`config.mk`:
```
export PLATFORM = sky130hd
export DESIGN_NAME = atwr_dev_flat
export DESIGN_NICKNAME = d
export VERILOG_FILES = /design/src/design/atwr_pkg.sv /design/src/design/atwr_link_if.sv /design/src/design/atwr_dev.sv /design/src/flat_wrapper.sv
export SDC_FILE = /design/constraint.sdc
export NUM_CORES = 1
export LEC_CHECK = 0
export ABC_AREA = 0
export BUFFER_PORTS_ARGS = -buffer_cell sky130_fd_sc_hd__clkbuf_2
export CAP_MARGIN = 20
export CORE_MARGIN = 3
export CORE_UTILIZATION = 45
export DETAILED_ROUTE_END_ITERATION = 8
export GPL_ROUTABILITY_DRIVEN = 0
export PLACE_DENSITY_LB_ADDON = 0.3
export SYNTH_ARGS = -nofsm -noshare
export SYNTH_HDL_FRONTEND = slang
export SYNTH_SLANG_ARGS = --single-unit
```
`constraint.sdc`:
```
create_clock -name clk -period 2.6 [get_ports clk]
set_input_delay 0.52 -clock clk [delete_from_list [all_inputs] [get_ports clk]]
set_output_delay 0.52 -clock clk [all_outputs]
set_load 0.05 [all_outputs]
```
`src/design/atwr_pkg.sv`:
```
// Shared constants for the two-wire converter readout link
package atwr_pkg;
  localparam int unsigned ATWR_CLK_HZ = 125000000;
  localparam int unsigned ATWR_WORD_BITS = 24;
  localparam int unsigned ATWR_RET_PULSE = 25;
  localparam int unsigned ATWR_CAL_PULSE = 26;
  localparam logic [23:0] ATWR_RESULT_RST = 24'h000000;
  // System clock figures in Hz for the two variants
  localparam int unsigned ATWR_SYS_HZ_FAST = 2457600;
  localparam int unsigned ATWR_SYS_HZ_SLOW = 2252800;
  // Data rates in millisamples per second
  localparam int unsigned ATWR_ODR_MSPS_FAST = 120000;
  localparam int unsigned ATWR_ODR_MSPS_SLOW = 13750;
  // Filter corner in percent of data rate
  localparam int unsigned ATWR_F3DB_PCT = 24;
  // Times in microseconds
  localparam int unsigned ATWR_CNV_US_FAST = 8600;
  localparam int unsigned ATWR_CNV_US_SLOW = 73000;
  localparam int unsigned ATWR_CALCNV_US_FAST = 208300;
  localparam int unsigned ATWR_CALCNV_US_SLOW = 256100;
  // Sleep detect: shift clock held high this long
  localparam int unsigned ATWR_SLEEP_US = 100;
  // Host shift clock half period in ns
  localparam int unsigned ATWR_HALF_NS = 200;
  localparam int unsigned ATWR_HALF_CYC = (ATWR_HALF_NS * 125) / 1000;
  // Cycle counts from the times at 125 cycles per microsecond (exact, no rounding)
  localparam longint ATWR_CNV_CYC_FAST = longint'(ATWR_CNV_US_FAST) * 125;
  localparam longint ATWR_CNV_CYC_SLOW = longint'(ATWR_CNV_US_SLOW) * 125;
  localparam longint ATWR_CALCNV_CYC_FAST = longint'(ATWR_CALCNV_US_FAST) * 125;
  localparam longint ATWR_CALCNV_CYC_SLOW = longint'(ATWR_CALCNV_US_SLOW) * 125;
  localparam longint ATWR_SLEEP_CYC = longint'(ATWR_SLEEP_US) * 125;
  // System clock divide from 125 MHz
  localparam int unsigned ATWR_SYS_DIV_FAST = ATWR_CLK_HZ / ATWR_SYS_HZ_FAST;
  localparam int unsigned ATWR_SYS_DIV_SLOW = ATWR_CLK_HZ / ATWR_SYS_HZ_SLOW;
endpackage

```
`src/design/atwr_link_if.sv`:
```
// Two-wire link between converter and host
`timescale 1ns/1ps
interface atwr_link_if;
  logic shift_clock;
  logic ready_data_out;
  modport dev (input shift_clock, output ready_data_out);
  modport host (output shift_clock, input ready_data_out);
endinterface

```
`src/design/atwr_dev.sv`:
```
// Converter end: ready/data output, sleep, calibration and conversion timing
// Function
// - Output idles high, low when result ready
// - Next bit presented each shift clock rise
// - 24-bit two's complement, MSB first
// - Last bit held; 25th pulse returns high
// - Unread result replaced by newer one
// - 26th pulse falling edge starts calibration
// - Host waits for low before clocking
// - Shift clock held high enters sleep; entry only from ST_READY, ST_SHIFT or ST_DONE, not during ST_CAL or ST_CNV
// - Output driven high on sleep entry
// - Clock low wakes, restarts conversion
// - Host sleeps device between single conversions
// - Held 26th pulse: calibrate at wake
// - Power-on reset runs self-calibration
// - Host recalibrates after reference settles
// - Filter reset per conversion in single mode, except a conversion that ends during ST_SHIFT
// - Filter corner at 24% data rate
// - Data rate fixed per variant
// - Internal timing divided from system clock
// - External clock replaces internal oscillator
// - Control only by shift clock timing
// - Calibration plus conversion before ready
// - Wake without calibration: conversion time
`timescale 1ns/1ps
module atwr_dev
  import atwr_pkg::*;
#(
  parameter bit FAST = 1'b1,
  parameter longint CNV_CYC = FAST ? ATWR_CNV_CYC_FAST : ATWR_CNV_CYC_SLOW,
  parameter longint CALCNV_CYC = FAST ? ATWR_CALCNV_CYC_FAST : ATWR_CALCNV_CYC_SLOW,
  parameter longint SLEEP_CYC = ATWR_SLEEP_CYC
) (
  // Clock and reset
  input wire logic clk,
  input wire logic rst_n,
  // Link
  atwr_link_if.dev link,
  // Converter side
  input wire logic [23:0] sample_in,
  input wire logic ext_clk_present,
  input wire logic single_mode,
  output logic filter_reset,
  output logic osc_enable,
  output logic sys_tick,
  output logic sleeping,
  output logic calibrating
);
  import atwr_pkg::*;

  initial begin
    if (CNV_CYC < 1 || CALCNV_CYC <= CNV_CYC || SLEEP_CYC < 1 || SLEEP_CYC >= 32'hFFFFFFFF) begin
      $error("atwr_dev: bad timing parameters");
    end
  end

  typedef enum logic [2:0] {
    ST_CAL, ST_CNV, ST_READY, ST_SHIFT, ST_DONE, ST_SLEEP, ST_SLEEP_CAL
  } atwr_state_t;

  typedef struct packed {
    atwr_state_t st;
    logic [31:0] tmr;
    logic [31:0] hi_cnt;
    logic [23:0] result;
    logic [23:0] shreg;
    logic [4:0] pulses;
    logic sck_q;
    logic dout;
    logic filt_rst;
    logic [7:0] div;
    logic tick;
    logic osc;
    logic slp;
    logic cal;
  } atwr_dev_s_t;

  atwr_dev_s_t s_ff;
  atwr_dev_s_t nxt_s;

  localparam logic [31:0] CNV_N = 32'(CNV_CYC);
  localparam logic [31:0] CAL_N = 32'(CALCNV_CYC);
  localparam logic [31:0] SLP_N = 32'(SLEEP_CYC);
  localparam logic [7:0] DIV_N = 8'(FAST ? ATWR_SYS_DIV_FAST : ATWR_SYS_DIV_SLOW);
  // Filter corner as a share of the data rate; a sinc4 corner sits well under half
  localparam int unsigned CORNER_PCT = ATWR_F3DB_PCT;

  initial begin
    if (CORNER_PCT == 0 || CORNER_PCT >= 50) begin
      $error("atwr_dev: filter corner out of range");
    end
  end

  logic rise;
  logic fall;
  logic sck;
  assign sck = link.shift_clock;
  assign rise = sck & ~s_ff.sck_q;
  assign fall = ~sck & s_ff.sck_q;

  // Next-state logic
  always_comb begin
    nxt_s = s_ff;
    nxt_s.sck_q = sck;
    nxt_s.filt_rst = 1'b0;
    // Internal oscillator off while an external clock is present
    nxt_s.osc = ~ext_clk_present;
    // System tick divided from core clock
    nxt_s.tick = 1'b0;
    if (s_ff.div >= DIV_N - 8'h01) begin
      nxt_s.div = 8'h00;
      nxt_s.tick = 1'b1;
    end else begin
      nxt_s.div = s_ff.div + 8'h01;
    end
    // Held-high counter for sleep detection
    if (sck) begin
      if (s_ff.hi_cnt < SLP_N) begin
        nxt_s.hi_cnt = s_ff.hi_cnt + 32'h1;
      end
    end else begin
      nxt_s.hi_cnt = 32'h0;
    end
    if (s_ff.tmr != 32'h0) begin
      nxt_s.tmr = s_ff.tmr - 32'h1;
    end
    unique case (s_ff.st)
      ST_CAL, ST_CNV: begin
        nxt_s.dout = 1'b1;
        if (s_ff.tmr == 32'h1) begin
          nxt_s.result = sample_in;
          nxt_s.shreg = sample_in;
          nxt_s.dout = 1'b0;
          nxt_s.pulses = 5'h00;
          nxt_s.st = ST_READY;
          nxt_s.filt_rst = single_mode;
          nxt_s.tmr = CNV_N;
        end
      end
      ST_READY, ST_SHIFT, ST_DONE: begin
        if (rise) begin
          // Count stops past the calibration pulse so extra pulses cannot wrap
          if (s_ff.pulses <= 5'(ATWR_CAL_PULSE)) begin
            nxt_s.pulses = s_ff.pulses + 5'h01;
          end
          if (s_ff.pulses < 5'(ATWR_WORD_BITS)) begin
            nxt_s.dout = s_ff.shreg[23];
            nxt_s.shreg = {s_ff.shreg[22:0], 1'b0};
            nxt_s.st = ST_SHIFT;
          end else if (s_ff.pulses == 5'(ATWR_RET_PULSE - 1)) begin
            nxt_s.dout = 1'b1;
            nxt_s.st = ST_DONE;
          end
        end
        if (fall && s_ff.pulses == 5'(ATWR_CAL_PULSE)) begin
          nxt_s.st = ST_CAL;
          nxt_s.dout = 1'b1;
          nxt_s.tmr = CAL_N;
        end else if (s_ff.hi_cnt == SLP_N - 32'h1 && sck) begin
          nxt_s.dout = 1'b1;
          // Held 26th pulse arms calibration at wake
          nxt_s.st = (s_ff.pulses == 5'(ATWR_CAL_PULSE)) ? ST_SLEEP_CAL : ST_SLEEP;
        end else if (s_ff.tmr == 32'h1 && s_ff.st != ST_SHIFT) begin
          // Fresh result overwrites unread one
          nxt_s.result = sample_in;
          nxt_s.shreg = sample_in;
          nxt_s.pulses = 5'h00;
          nxt_s.dout = 1'b0;
          nxt_s.st = ST_READY;
          nxt_s.filt_rst = single_mode;
          nxt_s.tmr = CNV_N;
        end else if (s_ff.tmr == 32'h1) begin
          nxt_s.result = sample_in;
          nxt_s.tmr = CNV_N;
        end
      end
      ST_SLEEP, ST_SLEEP_CAL: begin
        nxt_s.dout = 1'b1;
        if (!sck) begin
          nxt_s.st = (s_ff.st == ST_SLEEP_CAL) ? ST_CAL : ST_CNV;
          nxt_s.tmr = (s_ff.st == ST_SLEEP_CAL) ? CAL_N : CNV_N;
        end
      end
      default: nxt_s.st = ST_CAL;
    endcase
    // Status flags registered from the next state
    nxt_s.slp = (nxt_s.st == ST_SLEEP) || (nxt_s.st == ST_SLEEP_CAL);
    nxt_s.cal = (nxt_s.st == ST_CAL);
  end

  // State register; power-on starts with calibration
  always_ff @(posedge clk or negedge rst_n) begin
    if (!rst_n) begin
      s_ff <= '{st: ST_CAL, tmr: CAL_N, hi_cnt: 32'h0, result: ATWR_RESULT_RST,
                shreg: ATWR_RESULT_RST, pulses: 5'h00, sck_q: 1'b0, dout: 1'b1,
                filt_rst: 1'b0, div: 8'h00, tick: 1'b0, osc: 1'b1, slp: 1'b0,
                cal: 1'b1};
    end else begin
      s_ff <= nxt_s;
    end
  end

  // Outputs straight from state flops
  assign link.ready_data_out = s_ff.dout;
  assign filter_reset = s_ff.filt_rst;
  assign sys_tick = s_ff.tick;
  assign sleeping = s_ff.slp;
  assign calibrating = s_ff.cal;
  assign osc_enable = s_ff.osc;
endmodule

```
`src/flat_wrapper.sv`:
```
// flat-port wrapper written by rule: the top's interface ports become plain ports
module atwr_dev_flat import atwr_pkg::*;
#(
  parameter bit FAST = 1'b1,
  parameter longint CNV_CYC = FAST ? ATWR_CNV_CYC_FAST : ATWR_CNV_CYC_SLOW,
  parameter longint CALCNV_CYC = FAST ? ATWR_CALCNV_CYC_FAST : ATWR_CALCNV_CYC_SLOW,
  parameter longint SLEEP_CYC = ATWR_SLEEP_CYC
)
  (clk, rst_n, sample_in, ext_clk_present, single_mode, filter_reset, osc_enable, sys_tick, sleeping, calibrating, link_shift_clock, link_ready_data_out);
  atwr_link_if link_i ();
  input wire logic clk;
  input wire logic rst_n;
  input wire logic [23:0] sample_in;
  input wire logic ext_clk_present;
  input wire logic single_mode;
  output logic filter_reset;
  output logic osc_enable;
  output logic sys_tick;
  output logic sleeping;
  output logic calibrating;
  input wire logic [$bits(link_i.shift_clock)-1:0] link_shift_clock;
  output wire logic [$bits(link_i.ready_data_out)-1:0] link_ready_data_out;
  assign link_i.shift_clock = link_shift_clock;
  assign link_ready_data_out = link_i.ready_data_out;
  atwr_dev #(.FAST(FAST), .CNV_CYC(CNV_CYC), .CALCNV_CYC(CALCNV_CYC), .SLEEP_CYC(SLEEP_CYC)) u_core (.clk(clk), .rst_n(rst_n), .link(link_i), .sample_in(sample_in), .ext_clk_present(ext_clk_present), .single_mode(single_mode), .filter_reset(filter_reset), .osc_enable(osc_enable), .sys_tick(sys_tick), .sleeping(sleeping), .calibrating(calibrating));
endmodule
```
==> reports/results.ini <==
[critical_path]
path_class=reg -> reg
crit_fanout=11
end_kind=register
cp.required_ps=2840
crit_arrival_ps=2880
rrSetupSlack_ps=-40
crit_path_start_kind=register

[power]
vdd_drop_max_v=0.000387
power_switching_uw=1440
clockPowerShare_pct=28.6
p_leak_uw=0.00296
p_per_area_nw_per_um2=679
seqPwrFrac_pct=50.6
power.total_uw=4780
p_sw_share_pct=30.2
combPwrFrac_pct=20.8
intPower_uw=3330

[timing]
fin_tns_setup_ps=-103
rsz0062_at_grt=yes
fin_crit_ps=2640
fin_skew_ps=10.4
fmax_mhz=379
setup_slack_ps=-36.1
worst_pin_slew_ps=612
final.period_utilization_pct=101
holdWs_ps=97.4
maxSlewViolCount=0
max-slew-margin-rel_pct=59.1
finalSetupViolations=5
hold_viol=0

[logic_synthesis]
yosysMostFrequentCell=dfrtp_1
ys_warn_count=0
syn-mean-instance-area_um2=10.5
synth_common_cells=dfrtp_1, nor2_1, o22ai_1, a2bb2oi_1, and2_1
synth_edf_count=0
synthCells=538
synthSimpleGateAreaFrac_pct=21.7
synthAdderAreaFrac_pct=2.00
yosys.area.top_type_share_pct=41.7
syn-cell-area_um2=5640
synth-compound-area-share_pct=17.5
synth_area_leaders=dfrtp_1, dfstp_2, a2bb2oi_1
synth_seq_area_share_pct=49.6
synth_ff_type=dfrtp_1
synth_top_family_by_area=simple AND/OR/NAND/NOR gates
synthXorXnorAreaFrac_pct=5.43
synth-async-reset-ratio_pct=100
yosysTopAreaCell=dfrtp_1
yosys-mux-area-fraction_pct=0.377
synth-seq-cells=111
synth_cell_type_count=76

[final_layout]
insertedDiodeCount=0
final_nets=657
instances_no_fill=792
drive_gt1_share_pct=30.1
area_growth_pct=24.7

[cts]
clock_path_buffers=2
path_clk_slew_ps=70
cts_tree=done
clk_latency_ps=360
h-tree-depth=3
cts_made_buffers=9
clock-root-buffer=clkbuf_16
cts_sinks=111
cts_hold_buf=0

[floorplanning]
core_area_um2=12100
dieArea_um2=13900
std_cell_rows=40
fp.dieH_um=118
die_w_um=118
start_util_pct=46.6
pin_count=35

[routing]
vias_per_cell=5.73
dr.pass1.iters=5
drtIter0Drc=325
postRouteAntennaNets=0
drcViolationCount=0
num_vias=4537
wl_per_cell_um=16.9
wirelength_mm=13.4

[run]
max_cap_viol_count=0

[place]
port_buffers=34
place_hpwl_mm=8.47
dpl.cell_count=763

[global_routing]
grt_max_degree=45
grt_pass1_vias=4433
grt.total_usage_pct=18.8
grt-ovfl-total=0
antenna_found_initial=0
grt_first_pass_wirelength_mm=21.7

[outcome]
violations=negative setup slack
outcome=complete, but fails checks

[min_path]
hold_path_class=in -> async

## sequential cells by signal (all words and copies together), names as in the netlist
signal and flops:
u_core.calibrating 1, u_core.filter_reset 1, u_core.link.ready_data_out 1, u_core.osc_enable 1, u_core.s_ff 105, u_core.sleeping 1
u_core.sys_tick 1
## timing repair
item,4_1_cts,5_1_grt
cloned,0,7
pin swaps,4,22
endpoints found under the setup margin,44,65
endpoints found under the hold margin,0,0
setup buffers,0,6
gates resized for setup,7,56
## worst paths after layout
kind                            startpoint                  to  cells after the start
max                        u_core.s_ff[77]     u_core.s_ff[41]                      8
max in group asynchronous            rst_n  u_core.calibrating                      2
max reg2reg                u_core.s_ff[77]     u_core.s_ff[41]                      8
min                                  rst_n     u_core.s_ff[29]                      1
min reg2reg                u_core.s_ff[99]     u_core.s_ff[99]                      1
min in group clk           ext_clk_present   u_core.osc_enable                      2
## logic make-up (layout without fill, tap and decap cells)
family,count (synthesis),count (layout)
AOI/OAI and AO/OA,132,133
xor gates and xnor gates,35,35
adders and majority gates,9,9
buffers and inverters,38,122
DFF,111,111
muxes,2,2
other,1,2
and+or+nand+nor,210,210
## placed cells by master (no fill, tap or decap), drive strengths merged, types with 18 or more instances in the layout
master and instances:
a21oi 18, a2bb2oi 23, and2 24, buf 57
clkbuf 47, dfrtp 94, nand2 22, nor2 49
o22ai 24, xor2 19
## per-stage QoR
| stage | setup WS, ps | cell area (um2) | utilization [%] |
|---|---|---|---|
| floorplan | 34.2 | 5650 | - |
| global placement | -16.0 | 6290 | 51.9 |
| detailed placement | -58.1 | 6290 | 51.9 |
| CTS | 2.93 | 6620 | 54.6 |
| global route | -199 | 7030 | 58.1 |
| finish | -36.1 | 7030 | 58.1 |
## routing by layer
metal  GRT usage, %  vias up  routed length [um]
met5              0        -                   0
met4           6.37        0                 211
met3           4.04       17                 520
met2           29.8      103                6570
met1           25.6     2265                6050
li1               -     2152                   -
## power groups by stage
stage / combinational [uW] / sequential, uW / clock (uW)
finish: 992 / 2420 / 1360
global placement: 867 / 2390 / 0
CTS: 911 / 2380 / 1400
global route: 1090 / 2470 / 1480
floorplan: 643 / 2350 / 0
detailed placement: 902 / 2390 / 0
## final cells by class
cell class | count | area, um2
tap | 168 | 210
inverter | 13 | 48.8
timing repair buffer | 93 | 738
fill | 1037 | 5080
clock inverter | 5 | 41.3
clock buffer | 11 | 253
sequential | 111 | 2800
multi-input combinational | 391 | 2940
## critical path, stage by stage, from the launching register on
cell       delay, ps
dfrtp_1          380
or4_4            550
or4_4            450
nor4_4           330
buf_4            210
o311ai_4         140
buf_6            210
o22ai_1          160
a2bb2oi_1        100
Note: power is estimated with default switching activity, not from simulation.
